==> src/hdl/stc_pkg.sv <==
// Constants shared by the stepper terminal configuration register bank
package stc_pkg;
  localparam int unsigned CLK_HZ          = 100_000_000;
  localparam int unsigned WD_TIMEOUT_MS   = 100;
  localparam int unsigned WD_CYCLES       = WD_TIMEOUT_MS * (CLK_HZ / 1000);
  localparam int unsigned FILTER_CYCLES   = 4;
  localparam int unsigned LATCH_MAX       = 20;

  localparam logic [5:0]  ADDR_POS_LO     = 6'h00;
  localparam logic [5:0]  ADDR_POS_HI     = 6'h01;
  localparam logic [5:0]  ADDR_LATCH_HI   = 6'h05;
  localparam logic [5:0]  ADDR_CMD        = 6'h07;
  localparam logic [5:0]  ADDR_PART_TYPE  = 6'h08;
  localparam logic [5:0]  ADDR_FW_REV     = 6'h09;
  localparam logic [5:0]  ADDR_HW_REV     = 6'h10;
  localparam logic [5:0]  ADDR_KEY        = 6'h1f;
  localparam logic [5:0]  ADDR_FEATURE    = 6'h20;
  localparam logic [4:0]  IDX_FEATURE     = 5'h00;
  localparam logic [4:0]  IDX_LATCH_CNT   = 5'h05;

  localparam logic [15:0] USER_KEY        = 16'h1235;
  localparam logic [15:0] CMD_SPECIAL_STOP = 16'h0540;
  localparam logic [9:0]  CMD_SPECIAL_BASE = 10'h014;
  localparam logic [15:0] KEY_RST         = 16'h0000;
  localparam logic [15:0] FEATURE_RST     = 16'h0000;
  localparam logic [15:0] LATCH_CNT_RST   = 16'h0014;

  localparam int unsigned FB_PULSE_COUNT  = 15;
  localparam int unsigned FB_FILTER_BYP   = 14;
  localparam int unsigned FB_HIGH_FREEZE  = 13;
  localparam int unsigned FB_LOW_FREEZE   = 12;
  localparam int unsigned FB_FB_SOURCE    = 11;
  localparam int unsigned FB_MIRROR       = 10;
  localparam int unsigned FB_MULTI_CAP    = 9;
  localparam int unsigned FB_CAP_CLEAR    = 8;
  localparam int unsigned FB_CUR_TABLE    = 7;
  localparam int unsigned FB_SIGN_INV     = 6;
  localparam int unsigned FB_RAMP_SHAPE   = 5;
  localparam int unsigned FB_MODE_HI      = 4;
  localparam int unsigned FB_MODE_LO      = 3;
  localparam int unsigned FB_WD_DISABLE   = 2;
  localparam int unsigned FB_AUTO_HALT    = 1;
  localparam int unsigned FB_AUTO_LAUNCH  = 0;

  localparam int unsigned SB_SPECIAL      = 0;
  localparam int unsigned SB_WD_TRIP      = 1;
  localparam int unsigned SB_INDEX        = 3;
  localparam int unsigned SB_GATE         = 4;

  typedef enum logic [0:0] {
    STC_SPC_IDLE = 1'b0,
    STC_SPC_RUN  = 1'b1
  } stc_spc_e;
endpackage : stc_pkg

==> src/hdl/stc_regs.sv <==
// Configuration and identification register bank of the stepper terminal
`timescale 1ns/1ps
module stc_regs
  import stc_pkg::*;
#(
  parameter logic [15:0] PART_TYPE_ID = 16'h5A01,  // Arbitrary value
  parameter logic [15:0] FW_REVISION  = 16'h3130,  // Arbitrary value
  parameter logic [15:0] HW_REVISION  = 16'h0001,  // Arbitrary value
  parameter int unsigned WD_LIMIT     = WD_CYCLES,
  parameter int unsigned FILTER_LEN   = FILTER_CYCLES
) (
  input  wire logic        clk,
  input  wire logic        reset_n,
  input  wire logic [5:0]  reg_addr,
  input  wire logic [15:0] reg_wdata,
  input  wire logic        reg_wr,
  input  wire logic        reg_rd,
  output logic      [15:0] reg_rdata,
  output logic             reg_rvalid,
  input  wire logic        enc_a_pin,
  input  wire logic        enc_b_pin,
  input  wire logic        enc_c_pin,
  input  wire logic        gate_pin,
  input  wire logic        step_pulse,
  input  wire logic        step_dir,
  input  wire logic        pd_strobe,
  output logic             special_stop,
  output logic             special_active,
  output logic             eep_wr,
  output logic      [5:0]  eep_addr,
  output logic      [15:0] eep_data,
  output logic      [15:0] status_word,
  output logic      [31:0] position,
  output logic             wd_trip,
  output logic             custom_current_table,
  output logic             ramp_shape_select,
  output logic      [1:0]  motion_mode_select,
  output logic             auto_halt_enable,
  output logic             auto_launch_enable
);
  localparam int unsigned WDW = $clog2(WD_LIMIT + 1);
  localparam logic [WDW-1:0] WD_LAST = WDW'(WD_LIMIT - 1);
  logic [15:0]    ram_ff [0:31];
  logic [31:0]    cap_mem_ff [0:LATCH_MAX-1];
  logic [15:0]    key_ff, cmd_ff;
  stc_spc_e       spc_ff;
  logic [31:0]    enc_count_ff, step_count_ff, cap_ff;
  logic [4:0]     cap_wr_ptr_ff, cap_rd_ptr_ff;
  logic [WDW-1:0] wd_cnt_ff;
  logic           a_prev_ff, b_prev_ff, gate_prev_ff;
  logic [3:0]     pin_s;
  logic [2:0]     enc_f;
  logic [15:0]    feature_config, latch_count_setting;
  logic           key_ok, user_wr, free_reg, freeze, cap_evt;
  logic [4:0]     cap_limit;
  logic [31:0]    fb_raw, fb_val;
  logic [15:0]    nxt_rdata;
  logic           enc_step, enc_down, cap_pop;
  assign feature_config      = ram_ff[IDX_FEATURE];
  assign latch_count_setting = ram_ff[IDX_LATCH_CNT];
  assign key_ok   = (key_ff == USER_KEY);
  assign user_wr  = reg_wr && reg_addr[5];
  assign free_reg = (reg_addr inside {6'h25, 6'h26, 6'h27, 6'h28, 6'h2f, 6'h30, 6'h31, 6'h32, 6'h3a});
  stc_sync #(.W(4)) u_sync (
    .clk     (clk),
    .reset_n (reset_n),
    .d       ({gate_pin, enc_c_pin, enc_b_pin, enc_a_pin}),
    .q       (pin_s)
  );
  for (genvar i = 0; i < 3; i++) begin : g_filt
    stc_filt #(.LEN(FILTER_LEN)) u_filt (
      .clk     (clk),
      .reset_n (reset_n),
      .bypass  (feature_config[FB_FILTER_BYP]),
      .din     (pin_s[i]),
      .dout    (enc_f[i])
    );
  end
  // Key register, cleared by restart
  always_ff @(posedge clk) begin
    if (!reset_n) begin
      key_ff <= KEY_RST;
    end else if (reg_wr && reg_addr == ADDR_KEY) begin
      key_ff <= reg_wdata;
    end
  end
  // User page RAM and nonvolatile write strobe
  always_ff @(posedge clk) begin
    if (!reset_n) begin
      for (int i = 0; i < 32; i++) begin
        ram_ff[i] <= 16'h0000;
      end
      ram_ff[IDX_FEATURE]   <= FEATURE_RST;
      ram_ff[IDX_LATCH_CNT] <= LATCH_CNT_RST;
      eep_wr   <= 1'b0;
      eep_addr <= 6'h00;
      eep_data <= 16'h0000;
    end else begin
      eep_wr <= 1'b0;
      if (user_wr && key_ok) begin
        ram_ff[reg_addr[4:0]] <= reg_wdata;
        eep_wr   <= 1'b1;
        eep_addr <= reg_addr;
        eep_data <= reg_wdata;
      end else if (user_wr && free_reg) begin
        ram_ff[reg_addr[4:0]] <= reg_wdata;
      end
    end
  end
  // Command register and special command state
  always_ff @(posedge clk) begin
    if (!reset_n) begin
      cmd_ff       <= 16'h0000;
      spc_ff       <= STC_SPC_IDLE;
      special_stop <= 1'b0;
    end else begin
      special_stop <= 1'b0;
      if (reg_wr && reg_addr == ADDR_CMD) begin
        cmd_ff <= reg_wdata;
        case (spc_ff)
          STC_SPC_IDLE: begin
            if (reg_wdata[15:6] == CMD_SPECIAL_BASE) begin
              spc_ff <= STC_SPC_RUN;
            end
          end
          STC_SPC_RUN: begin
            if (reg_wdata == CMD_SPECIAL_STOP) begin
              spc_ff       <= STC_SPC_IDLE;
              special_stop <= 1'b1;
            end
          end
          default: spc_ff <= STC_SPC_IDLE;
        endcase
      end
    end
  end
  // Quadrature or pulse-count decode
  always_comb begin
    if (feature_config[FB_PULSE_COUNT]) begin
      enc_step = enc_f[0] && !a_prev_ff;
      enc_down = enc_f[1];
    end else begin
      enc_step = (enc_f[0] ^ a_prev_ff) || (enc_f[1] ^ b_prev_ff);
      enc_down = !(a_prev_ff ^ enc_f[1]);
    end
  end
  assign freeze  = (feature_config[FB_HIGH_FREEZE] && pin_s[3])
                || (feature_config[FB_LOW_FREEZE] && !pin_s[3]);
  assign cap_evt = pin_s[3] && !gate_prev_ff;
  // Encoder and step counters
  always_ff @(posedge clk) begin
    if (!reset_n) begin
      a_prev_ff     <= 1'b0;
      b_prev_ff     <= 1'b0;
      gate_prev_ff  <= 1'b0;
      enc_count_ff  <= 32'h0000_0000;
      step_count_ff <= 32'h0000_0000;
    end else begin
      a_prev_ff    <= enc_f[0];
      b_prev_ff    <= enc_f[1];
      gate_prev_ff <= pin_s[3];
      if (cap_evt && feature_config[FB_CAP_CLEAR]) begin
        enc_count_ff  <= 32'h0000_0000;
        step_count_ff <= 32'h0000_0000;
      end else begin
        if (enc_step && !freeze) begin
          enc_count_ff <= enc_down ? enc_count_ff - 32'd1 : enc_count_ff + 32'd1;
        end
        if (step_pulse) begin
          step_count_ff <= step_dir ? step_count_ff - 32'd1 : step_count_ff + 32'd1;
        end
      end
    end
  end
  assign fb_raw = feature_config[FB_FB_SOURCE] ? step_count_ff : enc_count_ff;
  assign fb_val = feature_config[FB_SIGN_INV] ? 32'd0 - fb_raw : fb_raw;
  assign cap_limit = (latch_count_setting == 16'h0000) ? 5'd1
                   : (latch_count_setting > 16'(LATCH_MAX)) ? 5'(LATCH_MAX) : latch_count_setting[4:0];
  assign cap_pop = reg_rd && reg_addr == ADDR_LATCH_HI && feature_config[FB_MULTI_CAP];
  // Position capture store
  always_ff @(posedge clk) begin
    if (!reset_n) begin
      cap_ff        <= 32'h0000_0000;
      cap_wr_ptr_ff <= 5'd0;
      cap_rd_ptr_ff <= 5'd0;
      for (int i = 0; i < LATCH_MAX; i++) begin
        cap_mem_ff[i] <= 32'h0000_0000;
      end
    end else begin
      if (cap_evt) begin
        cap_ff <= fb_val;
        if (feature_config[FB_MULTI_CAP]) begin
          cap_mem_ff[cap_wr_ptr_ff] <= fb_val;
          cap_wr_ptr_ff <= (cap_wr_ptr_ff + 5'd1 >= cap_limit) ? 5'd0 : cap_wr_ptr_ff + 5'd1;
        end
      end
      if (cap_pop) begin
        cap_rd_ptr_ff <= (cap_rd_ptr_ff + 5'd1 >= cap_limit) ? 5'd0 : cap_rd_ptr_ff + 5'd1;
      end
    end
  end
  // Process data watchdog
  always_ff @(posedge clk) begin
    if (!reset_n) begin
      wd_cnt_ff <= '0;
      wd_trip   <= 1'b0;
    end else if (feature_config[FB_WD_DISABLE] || pd_strobe) begin
      wd_cnt_ff <= '0;
      wd_trip   <= 1'b0;
    end else if (wd_cnt_ff == WD_LAST) begin
      wd_trip   <= 1'b1;
    end else begin
      wd_cnt_ff <= wd_cnt_ff + WDW'(1);
    end
  end
  // Feature outputs, position and status
  always_ff @(posedge clk) begin
    if (!reset_n) begin
      position             <= 32'h0000_0000;
      status_word          <= 16'h0000;
      special_active       <= 1'b0;
      custom_current_table <= 1'b0;
      ramp_shape_select    <= 1'b0;
      motion_mode_select   <= 2'b00;
      auto_halt_enable     <= 1'b0;
      auto_launch_enable   <= 1'b0;
    end else begin
      position                 <= fb_val;
      status_word              <= 16'h0000;
      status_word[SB_SPECIAL]  <= (spc_ff == STC_SPC_RUN);
      status_word[SB_WD_TRIP]  <= wd_trip;
      status_word[SB_INDEX]    <= feature_config[FB_MIRROR] && enc_f[2];
      status_word[SB_GATE]     <= feature_config[FB_MIRROR] && pin_s[3];
      special_active           <= (spc_ff == STC_SPC_RUN);
      custom_current_table     <= feature_config[FB_CUR_TABLE];
      ramp_shape_select        <= feature_config[FB_RAMP_SHAPE];
      motion_mode_select       <= feature_config[FB_MODE_HI:FB_MODE_LO];
      auto_halt_enable         <= feature_config[FB_AUTO_HALT];
      auto_launch_enable       <= feature_config[FB_AUTO_LAUNCH];
    end
  end
  // Read multiplexer
  always_comb begin
    nxt_rdata = 16'h0000;
    if (reg_addr[5]) begin
      nxt_rdata = ram_ff[reg_addr[4:0]];
    end else begin
      case (reg_addr)
        ADDR_POS_LO:    nxt_rdata = fb_val[15:0];
        ADDR_POS_HI:    nxt_rdata = fb_val[31:16];
        ADDR_LATCH_HI:  nxt_rdata = feature_config[FB_MULTI_CAP] ? cap_mem_ff[cap_rd_ptr_ff][31:16] : cap_ff[31:16];
        ADDR_CMD:       nxt_rdata = cmd_ff;
        ADDR_PART_TYPE: nxt_rdata = PART_TYPE_ID;
        ADDR_FW_REV:    nxt_rdata = FW_REVISION;
        ADDR_HW_REV:    nxt_rdata = HW_REVISION;
        ADDR_KEY:       nxt_rdata = key_ff;
        default:        nxt_rdata = 16'h0000;
      endcase
    end
  end
  always_ff @(posedge clk) begin
    if (!reset_n) begin
      reg_rdata  <= 16'h0000;
      reg_rvalid <= 1'b0;
    end else begin
      reg_rvalid <= reg_rd;
      reg_rdata  <= reg_rd ? nxt_rdata : reg_rdata;
    end
  end
  // Checking helpers
  logic [4:0]  chk_idx_ff;
  logic [15:0] chk_old_ff;
  always_ff @(posedge clk) begin
    chk_idx_ff <= reg_addr[4:0];
    chk_old_ff <= ram_ff[reg_addr[4:0]];
  end
endmodule : stc_regs

==> src/hdl/stc_sync.sv <==
// Two flip-flop synchroniser for pin inputs
`timescale 1ns/1ps
module stc_sync #(
  parameter int unsigned W = 1
) (
  input  wire logic         clk,
  input  wire logic         reset_n,
  input  wire logic [W-1:0] d,
  output logic      [W-1:0] q
);
  logic [W-1:0] meta_ff;

  always_ff @(posedge clk) begin
    if (!reset_n) begin
      meta_ff <= '0;
      q       <= '0;
    end else begin
      meta_ff <= d;
      q       <= meta_ff;
    end
  end
endmodule : stc_sync

==> src/hdl/stc_filt.sv <==
// Glitch filter for one encoder line, with bypass
`timescale 1ns/1ps
module stc_filt #(
  parameter int unsigned LEN = 4
) (
  input  wire logic clk,
  input  wire logic reset_n,
  input  wire logic bypass,
  input  wire logic din,
  output logic      dout
);
  localparam int unsigned CW = $clog2(LEN + 1);
  localparam logic [CW-1:0] CNT_MAX = CW'(LEN - 1);
  logic [CW-1:0] cnt_ff;

  // Output follows input after it has stood LEN cycles, or at once when bypass is set
  always_ff @(posedge clk) begin
    if (!reset_n) begin
      cnt_ff <= '0;
      dout   <= 1'b0;
    end else if (bypass || din == dout) begin
      cnt_ff <= '0;
      dout   <= din;
    end else if (cnt_ff == CNT_MAX) begin
      cnt_ff <= '0;
      dout   <= din;
    end else begin
      cnt_ff <= cnt_ff + CW'(1);
    end
  end
endmodule : stc_filt

==> config.mk <==
export PLATFORM = sky130hd
export DESIGN_NAME = stc_regs
export DESIGN_NICKNAME = d
export VERILOG_FILES = /design/src/hdl/stc_pkg.sv /design/src/hdl/stc_regs.sv /design/src/hdl/stc_sync.sv /design/src/hdl/stc_filt.sv
export SDC_FILE = /design/constraint.sdc
export NUM_CORES = 2
export LEC_CHECK = 0
export BUFFER_PORTS_ARGS = -buffer_cell sky130_fd_sc_hd__buf_2
export CAP_MARGIN = 10
export CORE_MARGIN = 1.5
export CORE_UTILIZATION = 49
export DETAILED_ROUTE_END_ITERATION = 12
export HOLD_SLACK_MARGIN = 0.02
export SYNTH_ARGS = -nofsm -noshare
export SYNTH_HDL_FRONTEND = slang
export SYNTH_HIERARCHICAL = 1
export SYNTH_SLANG_ARGS = --single-unit
==> constraint.sdc <==
create_clock -name clk -period 5.4 [get_ports clk]
set_clock_uncertainty 0.15 [all_clocks]
set_input_delay 0.27 -clock clk [delete_from_list [all_inputs] [get_ports clk]]
set_output_delay 0.27 -clock clk [all_outputs]
set_load 0.1 [all_outputs]
; Word-level counts from Yosys, hierarchy flattened
; Memory sizes are Yosys's and may differ from the RTL's. A register that Yosys moved wholly into a read port is not among the register bits.
; Cells that the tools add are included.
[word_totals]
register_bits = 283
latchBits = 0
mem_bits_rw = 1152
romBits = 0
output_inout_bits = 97
wordCells = 173
n_memories = 2
[mem_list]
columns = name, depth, width, read_ports, rd_clocked_by_memory_dff, wr, line
row1 = cap_mem_ff, 20, 32, 1, 1, 20, stc_regs.sv:44  ; logic [31:0] cap_mem_ff [0:LATCH_MAX-1];
row2 = ram_ff, 32, 16, 3, 0, 32, stc_regs.sv:43  ; logic [15:0] ram_ff [0:31];
[op_classes]
n_addsub = 11
multipliers = 0
div = 0
n_lt_le_gt_ge = 3
n_eq_ne = 26
shift = 0
n_mux = 46
bitwise_logic = 8
n_reduce_logical = 41
[op_table]
columns = cell, n
row1 = $mux W32, 5
row2 = $pmux W16 S8, 1
row3 = $mux W16, 6
row4 = $add A32 B1 Y32 const B, 2
row5 = $sub A32 B1 Y32 const B, 2
row6 = $eq A6 B6 Y1 const B, 9
row7 = $mux W5, 8
row8 = $reduce_or A32 Y1, 1
row9 = $sub A1 B32 Y32 const A, 1
row10 = $mux W1, 25
row11 = $add A24 B1 Y24 const B, 1
row12 = $eq A24 B24 Y1 const B, 1
row13 = $eq A16 B11 Y1 const B, 1
row14 = $eq A16 B13 Y1 const B, 1
row15 = $gt A16 B5 Y1 const B, 1
row16 = $logic_not A16 Y1, 1
row17 = $reduce_or A16 Y1, 1
row18 = $logic_and A1 B1 Y1, 15
row19 = $eq A6 B3 Y1 const B, 2
row20 = $eq A6 B4 Y1 const B, 2
row21 = $eq A6 B5 Y1 const B, 2
row22 = $add A5 B1 Y5 const B, 2
row23 = $eq A10 B5 Y1 const B, 1
row24 = $ge A5 B5 Y1, 2
row25 = other kinds (17), 42

; Longest topological paths before layout
[logic_depth]
word_depth = 10
mapped_depth = 16
mapped_depth_nobuf = 14

; Cells and area by module
; The synthesis kept the hierarchy.
[by_module_without_submodules]
columns = mod, instances, cells_each, area_each_um2, seq_area_each_um2
row1 = stc_regs, 1, 4300, 57271.2, 35534.1
row2 = stc_filt, 3, 17, 171.4, 80.1
row3 = stc_sync, 1, 16, 210.2, 160.2

; Least setup slack after synthesis
; OpenSTA, ideal clock, no wires.
[synth_timing]
path_kind = register -> register
from = memory ram_ff[0][15]
to = register enc_count_ff[31]
setup_time_ns = 0.116
arrival_time_ns = 4.677
slack_ns = 0.457
stages_incl_launch_ff = 15
path_buffers = 1
period_less_slack_ns = 4.943
cell_sequence = edfxtp_1 > nor2_1 > xor2_1 > ha_1 > clkbuf_1 > a21oi_1 > o221ai_1 > a221oi_1 > o31ai_1 > o22a_1 > a311o_1 > a221o_1 > xor2_1 > a21oi_1 > a31o_2
[synth_rtl]
columns = item, line
row1 = "start, declared", stc_regs.sv:43
row2 = "end signal, assigned", stc_regs.sv:167  ; enc_count_ff <= enc_down ? enc_count_ff - 32'd1 : enc_count_ff + 32'd1;
row3 = "end, declared", stc_regs.sv:47  ; logic [31:0] enc_count_ff, step_count_ff, cap_ff;

==> metrics.txt <==
clock buffer count from CTS=139; actual slew at the worst max-slew pin=between 1 and 1.5 ns; Worst path depth=14; H-tree depth=4; Worst EP required=about 5.9 ns; Crit Path Max Fanout=18; DR pass1 iterations=5; max_slew headroom=0.193; Hold WC Path Type=input pin to register; Via Count=37300; Ports=130; Synth Area in XOR/XNOR=0.0177; R2R setup slack=0.73 ns; mux cell area share after synthesis=0.141; Mapped Area=between 50000 and 60000 sq um; IO buf count=117; Fin. Hold Viols=0; cell count after synthesis=4367; final wirelength=169000 um; crit path time final=~4.7 ns; VDD IR max=312 uV; worst reg2reg path depth=14; flops & latches, synth=about 1300; worst skew pair latency=approximately 0.76 ns; CTS clk-pin slew, worst paths=0.06 ns; post-synth cell types=75; CP Capture Type=register; Syn Area/Cell=13.3 sq um; crit path buf inv count=1; maximum clock insertion buffer count=3; Post-synth EDFFs=1024; CP top delay family=compound AO/OA/AOI/OAI gates; Post-CTS Setup Bufs=0; final setup TNS=0 ns; Worst Hold Launch=enc_a_pin; hold_ws=0.113 ns; core area=approximately 120000 sq um; number of global-route vias before repair=35900; total number of yosys warnings=6; fin util=0.555; GRT overflow=0; Reg-to-Reg End=enc_count_ff[31]; initial antenna violation count=5; area delta synth->final=12.7%; CP peak stage delay=0.66 ns; fin crit share=0.864; Via density=6.11; CTS tree=yes; post-route ant nets=0; hold buffers post-CTS=27; r2r startpoint=ram_ff[0][15]; Async S/R FF share, synth=0; final net count=4564; sequential area share after synthesis=0.620; Fmax=0.214 GHz; CTS Root Cell=clkbuf_16; WL per Instance=27.7 um; Rows=126; RSZ-0062 raised after global routing=false; pwr dens=about 360 nW/um^2; synthesized-area fraction occupied by adder cells=0.0190; DRC viols=0; largest net degree at the start of global routing=a little under 100; share of layout cells above drive strength 1=0.190; DRT iter0 DRCs=roughly 4300; starting density of the core=0.492; first-pass GRT wire length=247000 um; Critical-path top delay cell=xor2_2; Critical Path AT=5.16 ns; Fillers=9577; Tot GR Track Use=0.280; DIE WIDTH=347 um; Synth Flop Type=edfxtp_1; Design Power=23.5 mW; final-report setup violation count=0; critical path's most frequent cell=a21o_1; full die area=120000 sq um; die height=347 um; max_cap viols=0; post_cts resized=0; Hold Path Stages=3; Compound-Gate Fraction of Synth Area=0.0471; status=finished, final reports clean; hold path endpoint=u_sync/meta_ff[0]; DPL Wire Length=105000 um; CTS sink count=1283; leak pwr=24.1 nW; CP Cell Sequence=nor2_1, xor2_2, buf_4, ha_1, a21o_1, a21o_1, a221oi_1, o31ai_1, o22a_1, a311o_1, a221o_1, xor2_1, a21oi_1, a31o_2; worst setup path category=register to register; largest family of logic cells by synthesized area=multiplexers; Synth Area in Simple Gates=0.128; CP startpoint kind=register; RD Place Congestion=0.877; Pins Over Slew Limit=0
layout by cell type (no fill, tap or decap), types with 14 or more instances in the layout:
| cell type | n |
|---|---|
| nor3_1 | 25 |
| buf_4 | 135 |
| inv_1 | 40 |
| clkbuf_1 | 32 |
| mux2_2 | 14 |
| a31oi_1 | 19 |
| nand2_1 | 307 |
| clkinv_2 | 27 |
| nand2b_1 | 27 |
| and3_1 | 288 |
| nor4_1 | 15 |
| nand3_1 | 56 |
| xnor2_1 | 56 |
| dlygate4sd3_1 | 27 |
| a221oi_1 | 19 |
| mux4_2 | 315 |
| xor2_1 | 44 |
| a22oi_1 | 18 |
| clkbuf_16 | 142 |
| ha_1 | 84 |
| a21o_1 | 43 |
| nor2b_1 | 14 |
| buf_2 | 114 |
| a21oi_1 | 149 |
| mux2i_1 | 90 |
| o211ai_1 | 23 |
| edfxtp_1 | 1024 |
| o21ai_0 | 75 |
| a211oi_1 | 16 |
| nor2_1 | 760 |
| and2_1 | 46 |
| dfxtp_1 | 256 |
| clkbuf_8 | 22 |
per-layer routing:
layer | vias up | routed length, um | GRT usage
met5 | - | 23 | 0
met4 | 4 | 5010 | 0.0894
met3 | 269 | 14100 | 0.0498
met2 | 1651 | 79800 | 0.441
met1 | 18900 | 69800 | 0.396
li1 | 16400 | - | -
cells by family after synthesis:
| logic type | count (synthesis) |
|---|---|
| and+or+nand+nor | 1623 |
| DFF | 1283 |
| AOI/OAI and AO/OA | 435 |
| muxes | 419 |
| buffers and inverters | 402 |
| xor gates and xnor gates | 117 |
| adders and majority gates | 87 |
| other | 1 |
power breakdown:
part	total (mW)	internal (mW)	switching (mW)
clock	9.59	5.52	4.07
sequential	11.3	11.1	0.199
combinational	2.63	0.774	1.86
total	23.5	17.4	6.13
Yosys cell counts, types with 8 or more instances:
cell type	number	area [sq um]
nor2_1	772	2900
a21oi_1	149	746
xnor2_1	67	587
buf_1	37	139
or3_1	11	68.8
a21o_1	43	323
ha_1	84	1050
nor3_1	31	155
clkbuf_1	283	1060
xor2_1	50	438
dfxtp_1	259	5180
nand4_1	13	81.3
a211oi_1	16	120
nor2b_1	14	87.6
o21ai_0	90	450
a221oi_1	19	166
and2_1	47	294
nand3_1	56	280
edfxtp_1	1024	30700
a31oi_1	19	119
a221o_1	8	80.1
nand2_1	308	1160
buf_4	15	113
mux2_2	14	158
nand2b_1	27	169
and3_1	288	1800
a22oi_1	18	135
buf_2	24	120
mux4_2	315	7090
nor4_1	15	93.8
o31ai_1	8	60.1
o211ai_1	23	173
mux2i_1	90	901
inv_1	41	154
o21a_1	10	75.1
through the flow:
stage	setup WS [ns]	instances	cell area [sq um]
final	0.735	6100	65400
after global routing	0.470	6097	65400
after CTS	0.717	6097	65400
after detailed placement	0.717	5813	60500
after global placement	0.774	5813	60500
after floorplan	0.457	4378	58000
layout make-up:
class,instances,area (sq um),share of cell area
diodes,3,7.51,0.000115
clock buffers,196,3980,0.0608
clock inverters,61,609,0.00932
inverters,43,164,0.00251
multi-input cells,2693,20700,0.317
flip-flops and latches,1283,35900,0.550
well taps,1536,1920,0.0294
repair buffers,285,2020,0.0309
state kept, by name, indices dropped and copies added, names as in the netlist, 5 cells and up, named ones only:
name                  count
g_filt.u_filt/cnt_ff      9
eep_data                 16
position                 32
ram_ff                  512
key_ff                   16
cap_mem_ff              512
eep_addr                  6
cap_ff                   16
cmd_ff                   16
wd_cnt_ff                24
reg_rdata                16
step_count_ff            32
enc_count_ff             32
cap_rd_ptr_ff             5
cap_wr_ptr_ff             5
worst max path at each step:
stage	start	to	slack, ns
finish	ram_ff[0][15]	enc_count_ff[31]	0.73
global route	ram_ff[0][15]	enc_count_ff[31]	0.47
CTS	ram_ff[0][15]	enc_count_ff[31]	0.72
detailed placement	ram_ff[0][15]	enc_count_ff[31]	0.72
global placement	ram_ff[0][15]	enc_count_ff[31]	0.77
floorplan	ram_ff[0][15]	enc_count_ff[31]	0.46
worst min-delay path: stages:
cell	delay, ns
dlygate4sd3_1	0.52
buf_2	0.09
and2_1	0.10
Power figures use the tool's default switching activity.
